### src/hw/ext_mem_port_cfg.svh
// Purpose: constants for the external memory interface
// Assumes: 16-bit data space, 8-bit bus
// Notes: address map, sector step, wait codes and buffer sizes are named here
`ifndef EXT_MEM_PORT_CFG_SVH
`define EXT_MEM_PORT_CFG_SVH
`define XM_INT_TOP 16'h025f
`define XM_EXT_BASE 16'h0260
`define XM_SECTOR_STEP_SHIFT 13
`define XM_WAIT_NONE 2'h0
`define XM_WAIT_ONE 2'h1
`define XM_WAIT_TWO 2'h2
`define XM_WAIT_TWO_ADDR 2'h3
`define XM_FIFO_WIDTH 25
`define XM_FIFO_DEPTH 16
`define XM_FIFO_AW 4
`endif

### src/hw/ext_mem_port_pkg.sv
// Purpose: shared types for the external memory interface
// Assumes: nothing beyond the constants header
// Notes: types only
package ext_mem_port_pkg;
   typedef enum logic [2:0] {
      ST_IDLE,
      ST_ADDR,
      ST_DATA,
      ST_WAIT,
      ST_TRAIL,
      ST_HOLD
   } ext_mem_port_state_t;
endpackage : ext_mem_port_pkg

### src/hw/ext_mem_port_fifo.sv
// Purpose: request buffer between the core and the bus sequencer
// Assumes: single clock, synchronous active-high reset
// Notes: width and depth shape the storage
`timescale 1ns/100ps
module ext_mem_port_fifo #(
   parameter int WIDTH = 25,
   parameter int DEPTH = 16,
   parameter int AW = 4
) (
   input wire logic clk,
   input wire logic rst,
   input wire logic in_valid,
   output logic in_ready,
   input wire logic [WIDTH-1:0] in_data,
   output logic out_valid,
   input wire logic out_ready,
   output logic [WIDTH-1:0] out_data
);
   logic [WIDTH-1:0] mem_q [DEPTH];
   logic [AW-1:0] wr_q;
   logic [AW-1:0] rd_q;
   logic [AW:0] cnt_q;
   logic push;
   logic pop;

   assign in_ready = cnt_q < (AW+1)'(DEPTH);
   assign out_valid = cnt_q != '0;
   assign out_data = mem_q[rd_q];
   assign push = in_valid && in_ready;
   assign pop = out_valid && out_ready;

   always_ff @(posedge clk) begin
      if (push) begin
         mem_q[wr_q] <= in_data;
      end
   end

   always_ff @(posedge clk) begin
      if (rst) begin
         wr_q <= '0;
         rd_q <= '0;
         cnt_q <= '0;
      end else begin
         if (push) begin
            wr_q <= wr_q + 1'b1;
         end
         if (pop) begin
            rd_q <= rd_q + 1'b1;
         end
         if (push && !pop) begin
            cnt_q <= cnt_q + 1'b1;
         end else if (pop && !push) begin
            cnt_q <= cnt_q - 1'b1;
         end
      end
   end
endmodule : ext_mem_port_fifo

### src/hw/ext_mem_port_pin_sync.sv
// Purpose: two-stage synchroniser for pin inputs
// Assumes: pins are asynchronous to clk
// Notes: first stage feeds only the second
`timescale 1ns/100ps
module ext_mem_port_pin_sync #(
   parameter int WIDTH = 8
) (
   input wire logic clk,
   input wire logic rst,
   input wire logic [WIDTH-1:0] async_in,
   output logic [WIDTH-1:0] sync_out
);
   logic [WIDTH-1:0] meta_q;
   logic [WIDTH-1:0] sync_q;

   assign sync_out = sync_q;

   always_ff @(posedge clk) begin
      if (rst) begin
         meta_q <= '0;
         sync_q <= '0;
      end else begin
         meta_q <= async_in;
         sync_q <= meta_q;
      end
   end
endmodule : ext_mem_port_pin_sync

### src/hw/external_memory_interface.sv
// Purpose: external parallel memory interface on a muxed address/data bus
// Assumes: core accesses arrive as valid/ready requests on clk
// Notes: pins are split into input, output and output enable
// Summary of operation
// - low address and data share one byte bus; upper address has maskable width
// - while enabled the interface owns the bus pins, ignoring port direction, except upper address pins released by the mask
// - each access is classified internal or external by its address
// - low address is valid on the shared bus when the latch strobe falls
// - latch strobe stays low through the data transfer phase
// - internal accesses may show bus activity but never pulse read or write
// - when disabled the pins follow port data and direction settings, except the write strobe, which is held high
// - when disabled addresses above internal memory decode as internal, never external
// - four wait settings, one of them with no wait
// - two sectors each with its own wait setting
// - bus keeper holds last driven level when the bus is released
// - pull-up on each shared line is its port output bit ORed with the keeper level on released lines while the keeper is enabled
// - trailing latch pulse only when the next access is also data memory
// - enable bit activates all bus functions, clearing restores ports
// - wait codes 00 none, 01 one, 10 two, 11 two plus address cycle
// - sector limit zero gives one upper sector; else boundary in 0x2000 steps
// - high mask releases upper address pins downward from the top bit
`timescale 1ns/100ps
`include "ext_mem_port_cfg.svh"
module external_memory_interface
   import ext_mem_port_pkg::*;
(
   input wire logic clk,
   input wire logic rst,
   input wire logic ext_bus_enable,
   input wire logic [1:0] sector_wait_code_lo,
   input wire logic [1:0] sector_wait_code_hi,
   input wire logic [2:0] sector_limit_field,
   input wire logic [2:0] upper_addr_mask_field,
   input wire logic bus_keeper_enable,
   input wire logic [7:0] port_a_out,
   input wire logic [7:0] port_a_dir,
   input wire logic [7:0] port_c_out,
   input wire logic [7:0] port_c_dir,
   input wire logic [1:0] port_e_out,
   input wire logic [1:0] port_e_dir,
   input wire logic req_valid,
   output logic req_ready,
   input wire logic req_write,
   input wire logic [15:0] req_addr,
   input wire logic [7:0] req_wdata,
   input wire logic next_is_data,
   output logic resp_valid,
   output logic [7:0] resp_rdata,
   output logic resp_external,
   input wire logic [7:0] muxed_addr_data_bus_in,
   output logic [7:0] muxed_addr_data_bus_out,
   output logic [7:0] muxed_addr_data_bus_oe,
   output logic [7:0] muxed_addr_data_bus_pullup,
   output logic [7:0] upper_addr_bus_out,
   output logic [7:0] upper_addr_bus_oe,
   output logic addr_latch_out,
   output logic addr_latch_oe,
   output logic rd_n_out,
   output logic wr_n_out,
   output logic strobe_oe
);
   logic [7:0] bus_sync;
   logic f_valid;
   logic f_ready;
   logic [24:0] f_data;
   logic f_write;
   logic [15:0] f_addr;
   logic [7:0] f_wdata;
   logic f_next;
   logic is_ext;
   logic upper_sector;
   logic [1:0] sel_code;
   logic [15:0] limit_addr;
   logic [7:0] upper_keep;

   ext_mem_port_state_t state_q;
   logic [1:0] wait_q;
   logic [1:0] code_q;
   logic ext_q;
   logic wr_q;
   logic next_q;
   logic [15:0] addr_q;
   logic [7:0] wdata_q;
   logic [7:0] keep_q;
   logic [7:0] ad_out_q;
   logic [7:0] ad_oe_q;
   logic [7:0] ad_pu_q;
   logic [7:0] up_out_q;
   logic [7:0] up_oe_q;
   logic ale_q;
   logic ale_oe_q;
   logic rd_n_q;
   logic wr_n_q;
   logic strobe_oe_q;
   logic trail_q;
   logic resp_valid_q;
   logic [7:0] resp_rdata_q;
   logic resp_ext_q;

   ext_mem_port_pin_sync #(.WIDTH(8)) u_sync (
      .clk(clk),
      .rst(rst),
      .async_in(muxed_addr_data_bus_in),
      .sync_out(bus_sync)
   );

   ext_mem_port_fifo #(.WIDTH(`XM_FIFO_WIDTH), .DEPTH(`XM_FIFO_DEPTH), .AW(`XM_FIFO_AW)) u_fifo (
      .clk(clk),
      .rst(rst),
      .in_valid(req_valid),
      .in_ready(req_ready),
      .in_data({req_write, req_addr, req_wdata}),
      .out_valid(f_valid),
      .out_ready(f_ready),
      .out_data(f_data)
   );

   assign f_write = f_data[24];
   assign f_addr = f_data[23:8];
   assign f_wdata = f_data[7:0];
   assign f_next = next_is_data;
   assign f_ready = (state_q == ST_IDLE);

   // internal/external decode; all accesses internal when disabled
   assign is_ext = ext_bus_enable && (f_addr > `XM_INT_TOP);
   // sector boundary in 8 KB steps
   assign limit_addr = 16'(sector_limit_field) << `XM_SECTOR_STEP_SHIFT;
   assign upper_sector = (sector_limit_field == 3'h0) || (f_addr >= limit_addr);
   assign sel_code = upper_sector ? sector_wait_code_hi : sector_wait_code_lo;
   // upper address bits kept by the mask, released from the top down
   assign upper_keep = 8'hff >> upper_addr_mask_field;

   assign muxed_addr_data_bus_out = ad_out_q;
   assign muxed_addr_data_bus_oe = ad_oe_q;
   assign muxed_addr_data_bus_pullup = ad_pu_q;
   assign upper_addr_bus_out = up_out_q;
   assign upper_addr_bus_oe = up_oe_q;
   assign addr_latch_out = ale_q;
   assign addr_latch_oe = ale_oe_q;
   assign rd_n_out = rd_n_q;
   assign wr_n_out = wr_n_q;
   assign strobe_oe = strobe_oe_q;
   assign resp_valid = resp_valid_q;
   assign resp_rdata = resp_rdata_q;
   assign resp_external = resp_ext_q;

   // access sequencer
   always_ff @(posedge clk) begin
      if (rst) begin
         state_q <= ST_IDLE;
         wait_q <= `XM_WAIT_NONE;
         code_q <= `XM_WAIT_NONE;
         ext_q <= 1'b0;
         wr_q <= 1'b0;
         next_q <= 1'b0;
         addr_q <= 16'h0000;
         wdata_q <= 8'h00;
      end else begin
         case (state_q)
            ST_IDLE: begin
               if (f_valid) begin
                  ext_q <= is_ext;
                  wr_q <= f_write;
                  addr_q <= f_addr;
                  wdata_q <= f_wdata;
                  next_q <= f_next;
                  code_q <= sel_code;
                  state_q <= ST_ADDR;
               end
            end
            ST_ADDR: begin
               state_q <= ST_DATA;
               wait_q <= (code_q == `XM_WAIT_NONE) ? `XM_WAIT_NONE :
                         (code_q == `XM_WAIT_ONE) ? `XM_WAIT_ONE : `XM_WAIT_TWO;
            end
            ST_DATA: begin
               if (ext_q && wait_q != `XM_WAIT_NONE) begin
                  wait_q <= wait_q - 2'h1;
               end else begin
                  state_q <= ST_TRAIL;
               end
            end
            ST_TRAIL: begin
               // extra cycle before driving a new address
               state_q <= (ext_q && code_q == `XM_WAIT_TWO_ADDR) ? ST_HOLD : ST_IDLE;
            end
            default: begin
               state_q <= ST_IDLE;
            end
         endcase
      end
   end

   // latch strobe: high in address cycle, low through data, trailing pulse
   always_ff @(posedge clk) begin
      if (rst) begin
         ale_q <= 1'b0;
      end else if (!ext_bus_enable) begin
         ale_q <= port_e_out[1];
      end else begin
         case (state_q)
            ST_IDLE: ale_q <= f_valid;
            ST_ADDR: ale_q <= 1'b0;
            ST_DATA: ale_q <= (wait_q == `XM_WAIT_NONE || !ext_q) && next_q;
            default: ale_q <= 1'b0;
         endcase
      end
   end

   // read and write strobes
   always_ff @(posedge clk) begin
      if (rst) begin
         rd_n_q <= 1'b1;
         wr_n_q <= 1'b1;
      end else if (!ext_bus_enable) begin
         rd_n_q <= port_e_out[0];
         wr_n_q <= 1'b1;
      end else begin
         // active low, only for external accesses in the data phase
         rd_n_q <= !(state_q == ST_ADDR && ext_q && !wr_q) &&
                   !(state_q == ST_DATA && ext_q && !wr_q && wait_q != `XM_WAIT_NONE);
         wr_n_q <= !(state_q == ST_ADDR && ext_q && wr_q) &&
                   !(state_q == ST_DATA && ext_q && wr_q && wait_q != `XM_WAIT_NONE);
      end
   end

   // shared address/data bus drive
   always_ff @(posedge clk) begin
      if (rst) begin
         ad_out_q <= 8'h00;
         ad_oe_q <= 8'h00;
      end else if (!ext_bus_enable) begin
         ad_out_q <= port_a_out;
         ad_oe_q <= port_a_dir;
      end else begin
         case (state_q)
            ST_IDLE: begin
               ad_out_q <= f_addr[7:0];
               ad_oe_q <= {8{f_valid}};
            end
            ST_ADDR: begin
               ad_out_q <= wdata_q;
               ad_oe_q <= {8{wr_q}};
            end
            ST_DATA: begin
               ad_oe_q <= {8{wr_q}};
            end
            default: begin
               ad_oe_q <= 8'h00;
            end
         endcase
      end
   end

   // bus keeper level and pull-ups
   always_ff @(posedge clk) begin
      if (rst) begin
         keep_q <= 8'h00;
         ad_pu_q <= 8'h00;
      end else begin
         if (ad_oe_q != 8'h00) begin
            keep_q <= ad_out_q;
         end
         // keeper holds last driven level on released lines
         ad_pu_q <= port_a_out | ({8{bus_keeper_enable}} & keep_q & ~ad_oe_q);
      end
   end

   // upper address bus and strobe pin ownership
   always_ff @(posedge clk) begin
      if (rst) begin
         up_out_q <= 8'h00;
         up_oe_q <= 8'h00;
         ale_oe_q <= 1'b0;
         strobe_oe_q <= 1'b0;
      end else if (!ext_bus_enable) begin
         up_out_q <= port_c_out;
         up_oe_q <= port_c_dir;
         ale_oe_q <= port_e_dir[1];
         strobe_oe_q <= port_e_dir[0];
      end else begin
         if (state_q == ST_IDLE && f_valid) begin
            up_out_q <= (f_addr[15:8] & upper_keep) | (port_c_out & ~upper_keep);
         end else begin
            up_out_q <= (up_out_q & upper_keep) | (port_c_out & ~upper_keep);
         end
         up_oe_q <= upper_keep | (port_c_dir & ~upper_keep);
         ale_oe_q <= 1'b1;
         strobe_oe_q <= 1'b1;
      end
   end

   // response to the core, read data sampled at the end of the data phase
   always_ff @(posedge clk) begin
      if (rst) begin
         trail_q <= 1'b0;
         resp_valid_q <= 1'b0;
         resp_rdata_q <= 8'h00;
         resp_ext_q <= 1'b0;
      end else begin
         // synchroniser lags two cycles: wait one past trail for the last strobe level
         trail_q <= (state_q == ST_TRAIL);
         resp_valid_q <= trail_q;
         resp_ext_q <= ext_q;
         if (trail_q && ext_q && !wr_q) begin
            resp_rdata_q <= bus_sync;
         end
      end
   end
endmodule : external_memory_interface

### config.mk
export PLATFORM = sky130hd
export DESIGN_NAME = external_memory_interface
export DESIGN_NICKNAME = d
export VERILOG_FILES = /design/src/hw/ext_mem_port_pkg.sv /design/src/hw/ext_mem_port_fifo.sv /design/src/hw/ext_mem_port_pin_sync.sv /design/src/hw/external_memory_interface.sv
export VERILOG_INCLUDE_DIRS = /design/src /design/src/hw
export SDC_FILE = /design/constraint.sdc
export NUM_CORES = 1
export LEC_CHECK = 0
export BUFFER_PORTS_ARGS = -buffer_cell sky130_fd_sc_hd__buf_2
export CAP_MARGIN = 10
export CORE_ASPECT_RATIO = 0.9
export CORE_MARGIN = 1.5
export CORE_UTILIZATION = 45
export CTS_CLUSTER_DIAMETER = 120
export DETAILED_ROUTE_END_ITERATION = 8
export PLACE_DENSITY = 0.72
export SYNTH_ARGS = -nofsm -noshare
export SYNTH_HDL_FRONTEND = slang
export SYNTH_HIERARCHICAL = 1
export SYNTH_SLANG_ARGS = --single-unit
### constraint.sdc
create_clock -name clk -period 3 [get_ports clk]
set_input_delay 0.45 -clock clk [delete_from_list [all_inputs] [get_ports clk]]
set_output_delay 0.45 -clock clk [all_outputs]
set_load 0.01 [all_outputs]
=== Word-level counts from Yosys, hierarchy flattened ===
Memory sizes are Yosys's and may differ from the RTL's. A register that Yosys moved wholly into a read port is not among the register bits.
Index checks and enable logic that the tools add are counted.
Widths: inputs -> output; s select.

* Flip-flop bits (word level): 111
* Bits in latches: 0
* Bits in writable memories: 400
* Memory bits (read-only): 0
* Input port bits: 85
* Output and inout port bits: 56
* Logic and storage cells: 130
* Memories: 1

{| class="wikitable"
|+ Memories
! name !! words !! width !! read ports !! clocked after Yosys merged registers in !! wr ports !! line !! RTL
|-
| u_fifo.mem_q || 16 || 25 || 1 || 1 || 1 || ext_mem_port_fifo.sv:19 || <nowiki>logic [WIDTH-1:0] mem_q [DEPTH];</nowiki>
|}

* Add/subtract/negate cells: 5
* Multiply operators: 0
* Div/mod/pow operators: 0
* $lt $le $gt $ge: 3
* Eq/ne operators: 9
* Shifts and indexed selects: 1
* Mux-type cells: 27
* Bitwise logic cells: 13
* Reductions and logical operators: 44

{| class="wikitable"
|+ Operators by type and width
! kind !! number
|-
| $and 8x8->8 || 6
|-
| $mux 8 || 5
|-
| $or 8x8->8 || 4
|-
| $pmux 8 s2 || 2
|-
| $logic_and 1x1->1 || 20
|-
| $ge 16x16->1 || 1
|-
| $gt 16x10->1 const B || 1
|-
| $not 8->8 || 2
|-
| $pmux 3 s4 || 1
|-
| $mux 5 || 2
|-
| $mux 3 || 3
|-
| $add 4x1->4 const B || 2
|-
| $logic_not 1->1 || 8
|-
| $mux 2 || 4
|-
| $mux 4 || 2
|-
| $reduce_bool 8->1 || 1
|-
| $shr 8x3->8 const A || 1
|-
| $logic_not 3->1 || 2
|-
| $mux 1 || 6
|-
| $ne 2x2->1 const B || 3
|-
| $reduce_and 2->1 || 3
|-
| $reduce_bool 2->1 || 3
|-
| $add 5x1->5 const B || 1
|-
| $lt 5x5->1 const B || 1
|-
| 15 further kinds || 18
|}

=== Depth between registers and ports, before layout ===
* Word-level depth: 7
* Gate-level depth with buffers: 12
* Depth with buffers taken out: 10

=== Modules after synthesis ===
Netlist, hierarchy kept.

{| class="wikitable"
|+ By module, submodules not included
! module !! times used !! cells an instance !! area each (um^2) !! sequential area each (um^2)
|-
| ext_mem_port_fifo || 1 || 718 || 15890.2 || 12351.8
|-
| external_memory_interface || 1 || 402 || 3389.5 || 1641.6
|-
| ext_mem_port_pin_sync || 1 || 33 || 464.2 || 320.3
|}

=== Worst setup path before layout ===
No wires, ideal clock.

* Kind: register to register
* Start point: register (tool-made name)
* End point: register code_q[0]
* Setup time: 134 ps
* Arrival time: 2636 ps
* Required time: 2866 ps
* Setup slack: 231 ps
* Stages on the path, launching flop included: 12
* Path buffers: 2
* Clock period less this slack: 2769 ps
* Cell sequence: dfxtp_1 > buf_2 > buf_1 > mux4_2 > a22oi_1 > nand2_1 > ha_1 > nor2b_1 > o21a_1 > or3_2 > o21ai_1 > a311oi_2

{| class="wikitable"
|+ RTL lines
! what !! line !! RTL
|-
| end signal: assignment || external_memory_interface.sv:152 || <nowiki>code_q <= `XM_WAIT_NONE;</nowiki>
|-
| end signal: assignment || external_memory_interface.sv:167 || <nowiki>code_q <= sel_code;</nowiki>
|-
| end: declaration || external_memory_interface.sv:78 || <nowiki>logic [1:0] code_q;</nowiki>
|}

==> metrics.log <==
[metrics] drc violations: 0
[metrics] floorplan core area: approximately 0.043 mm2
[metrics] data arrival time at the worst-slack endpoint: approximately 3300 ps
[metrics] Max-slew headroom: between 30% and 40%
[metrics] final antenna-violating net count: 0
[metrics] Pre-Repair DR Iteration Count: 5
[metrics] sum of internal, switching and leakage power: between 15 and 20 mW
[metrics] register bit count reported by yosys: 515
[metrics] critical path start-end classification: flop to flop
[metrics] fin. max-slew vios: 0
[metrics] CTS clk-pin slew, worst paths: around 60 ps
[metrics] worst vdd rail ir drop: approximately 420 uV
[metrics] netlist area before placement: ~0.020 mm2
[metrics] final count of negative-setup-slack endpoints: 0
[metrics] number of top-level pins: between 100 and 150
[metrics] first-pass GRT wire length: approximately 67000 um
[metrics] quantity of I/O buffers inserted on ports: 140
[metrics] synth cell count leaders: sky130_fd_sc_hd__edfxtp_1, sky130_fd_sc_hd__dfxtp_1, sky130_fd_sc_hd__mux4_2
[metrics] overall track demand over capacity in global routing: between 10% and 20%
[metrics] startpoint type of the worst setup path: flop
[metrics] pin count of the biggest net entering global routing: 77
[metrics] Main synth FF type: sky130_fd_sc_hd__edfxtp_1
[metrics] die span in y: 201.7 um
[metrics] FILL cells: roughly 3400
[metrics] Post-Syn Instances: approximately 1200
[metrics] Yosys top cell area share: about three fifths
[metrics] Num Clock Sinks: between 500 and 600
[metrics] dpl hpwl: between 20000 and 30000 um
[metrics] per-cell routed wire length: ~23 um
[metrics] max capacitance violation total: 0
[metrics] required time of the critical path: around 3400 ps
[metrics] power per cell area: 830.3 mW/mm2
[metrics] average instance area after synthesis: 17.12 um2
[metrics] number of buffers added by the clock tree synthesis step: 49
[metrics] slew of the pin with the lowest slew margin: ~970 ps
[metrics] number of levels the H-tree was split into: 2
[metrics] total negative setup slack: 0 ps
[metrics] antenna cells: 0
[metrics] Final #Nets: ~1400
[metrics] Die Footprint: between 0.04 and 0.05 mm2
[metrics] total gr overflow: 0
[metrics] number of synthesis warnings: 6
[metrics] clock tree from TritonCTS: built
[metrics] Critical Path Max Stage Delay: 520 ps
[metrics] shortest clock period the worst path allows after layout: 2899 ps
[metrics] worst-path fanout max: 12
[metrics] cells taking the most area after synthesis: sky130_fd_sc_hd__edfxtp_1, sky130_fd_sc_hd__dfxtp_1, sky130_fd_sc_hd__mux4_2, sky130_fd_sc_hd__a22oi_1, sky130_fd_sc_hd__nor2_1
[metrics] highest achievable clock rate: approximately 340 MHz
[metrics] count of routing violations after the opening detailed-route iteration: about 960
[metrics] horizontal extent of the die: roughly 220 um
[metrics] final weighted congestion in routability-driven placement: 0.8184
[metrics] antenna violations before repair: 3
[metrics] final routed wirelength across all metal layers: around 45000 um
[metrics] critical path endpoint category: flop
[metrics] sequential fraction of the synthesis area: between 70% and 80%
[metrics] run status: finished clean
[metrics] maximum clock skew at final layout: between 15 and 20 ps
[metrics] synth unique cells: a little under 60
[metrics] most common cell in the synthesized netlist: sky130_fd_sc_hd__edfxtp_1
[metrics] layout cell share with drive strength beyond 1: between 20 and 30%
[metrics] final period utilization: 96.63%
[metrics] net count after synthesis: around 1300
[metrics] Clk Latency, worst-skew pair: about 570 ps
[metrics] placed cell areas: around 0.021 mm2
[metrics] clock tree buffer depth: 3
[metrics] cell at the slowest stage of the critical path: sky130_fd_sc_hd__mux4_2
[metrics] worst hold margin: between 90 and 100 ps
[metrics] number of endpoints with negative hold slack in the final report: 0
[metrics] cell row count: slightly above 70
[metrics] fin area: about 0.023 mm2
[metrics] area leader, netlist: sky130_fd_sc_hd__edfxtp_1
[metrics] path category of the worst min-delay check: input port to flop
[metrics] Area Overhead vs Synth: 16.59%
[metrics] Post-CTS Hold Buffers: 0
[metrics] via count of the first global-routing pass: around 11000
[metrics] post-route non-filler standard cell count: slightly below 2000
[metrics] async set-reset flop share out of synthesis: 0%
[metrics] cell-by-cell trace of the critical path: buf_12, mux4_2, a22oi_2, nand2_2, ha_1, nor2b_1, o21a_1, or3_2, o21ai_1, a311oi_2
[metrics] Leak Pwr: slightly above 8 nW
[metrics] placed instance count: 1845
[metrics] EDFF count, synth: 400
[metrics] Vias per Instance: roughly 5.6
[metrics] starting density of the core: about 46%
[metrics] Vias: 10850
[metrics] buffer cell driving the clock tree root: sky130_fd_sc_hd__clkbuf_16
[flip-flops by register name, summed over array words and instances (netlist names), 2 cells and up, named ones only]
| register | flops |
|---|---|
| u_fifo/mem_q | 400 |
| keep_q | 8 |
| muxed_addr_data_bus_oe | 8 |
| muxed_addr_data_bus_out | 8 |
| muxed_addr_data_bus_pullup | 8 |
| resp_rdata | 8 |
| u_sync/meta_q | 8 |
| u_sync/sync_out | 8 |
| upper_addr_bus_oe | 8 |
| wdata_q | 8 |
| u_fifo/cnt_q | 5 |
| u_fifo/rd_q | 4 |
| u_fifo/wr_q | 4 |
| state_q | 3 |
| code_q | 2 |
| wait_q | 2 |
[area by class of cell]
| type | count | area, um2 | area share [%] |
|---|---|---|---|
| Multi-Input combinational cell | 556 | 5064 | 22.00 |
| Timing Repair Buffer | 206 | 1295 | 5.626 |
| Inverter | 19 | 71.32 | 0.3098 |
| Clock buffer | 60 | 1350 | 5.865 |
| Clock inverter | 29 | 224.0 | 0.9729 |
| Tap cell | 555 | 694.4 | 3.017 |
| Sequential cell | 515 | 14320 | 62.21 |
[kinds of logic (layout without fill, tap and decap cells)]
| logic type | Yosys count | after routing | share of synthesized area [%] |
|---|---|---|---|
| DFF | 515 | 515 | 72.50 |
| and+or+nand+nor | 268 | 268 | 6.597 |
| AOI/OAI and AO/OA | 134 | 134 | 4.569 |
| muxes | 132 | 132 | 13.04 |
| buffers and inverters | 82 | 314 | 2.022 |
| adders and majority gates | 14 | 14 | 0.9252 |
| xor gates and xnor gates | 8 | 8 | 0.3549 |
[cells in the final DEF (no fill, tap or decap), types with 8 or more instances in the layout]
master,count
sky130_fd_sc_hd__edfxtp_1,400
sky130_fd_sc_hd__buf_4,59
sky130_fd_sc_hd__ha_1,13
sky130_fd_sc_hd__nor2_1,86
sky130_fd_sc_hd__a31oi_1,11
sky130_fd_sc_hd__nor2b_1,10
sky130_fd_sc_hd__nor3_1,8
sky130_fd_sc_hd__clkbuf_16,52
sky130_fd_sc_hd__buf_2,139
sky130_fd_sc_hd__a311oi_1,9
sky130_fd_sc_hd__inv_1,20
sky130_fd_sc_hd__dfxtp_1,113
sky130_fd_sc_hd__a22oi_1,48
sky130_fd_sc_hd__nand3_1,17
sky130_fd_sc_hd__mux4_2,100
sky130_fd_sc_hd__nand2b_1,11
sky130_fd_sc_hd__a21oi_1,48
sky130_fd_sc_hd__nand2_1,74
sky130_fd_sc_hd__clkinv_1,12
sky130_fd_sc_hd__and2_1,18
sky130_fd_sc_hd__mux2i_1,31
sky130_fd_sc_hd__nor2b_2,9
[worst max-delay path: cells and delay by family, from the launching register on]
kind,cells,cell delay [ps]
and+or+nand+nor,3,670
AOI/OAI and AO/OA,4,680
adders and majority gates,1,300
muxes,1,520
buffers and inverters,1,160
DFF,1,400
[what timing repair did]
| item | 4_1_cts | 5_1_grt |
|---|---|---|
| hold endpoints to repair | 0 | 0 |
| setup buffers | 0 | 5 |
| setup endpoints to repair | 0 | 2 |
| gates resized for setup | 0 | 7 |
[power by group]
| part | leakage (nW) | internal, mW | total (mW) | switching, mW |
|---|---|---|---|---|
| registers | 4.56 | 8.12 | 8.39 | 0.272 |
| clock network | 0.767 | 3.45 | 6.01 | 2.57 |
| logic | 2.72 | 2.19 | 4.71 | 2.52 |
[metrics by stage]
step,utilization (%),setup slack [ps]
2_1_floorplan,-,230.5
3_3_place_gp,49.49,81.37
3_5_place_dp,49.49,69.94
4_1_cts,53.13,19.03
5_1_grt,53.35,-0.9361
6_report,53.35,101.1
[path summary, 6_finish.rpt]
check             slack [ps]  cells past startpoint        startpoint                   end
hold / removal           100                      3     port_c_dir[1]  upper_addr_bus_oe[1]
hold reg to reg          440                      1  u_sync/meta_q[6]    u_sync/sync_out[6]
setup / recovery         100                     10              flop             code_q[1]
setup reg to reg         100                     10              flop             code_q[1]
[per-layer routing]
metal	vias to the layer above	part of all wire, %	global-route usage (%)
li1	4870	-	-
met1	5441	42	28.13
met2	469	48	31.74
met3	65	8.4	4.118
met4	4	1.6	4.416
met5	-	0.063	0
No activity file was read; power rests on OpenSTA's default activity.
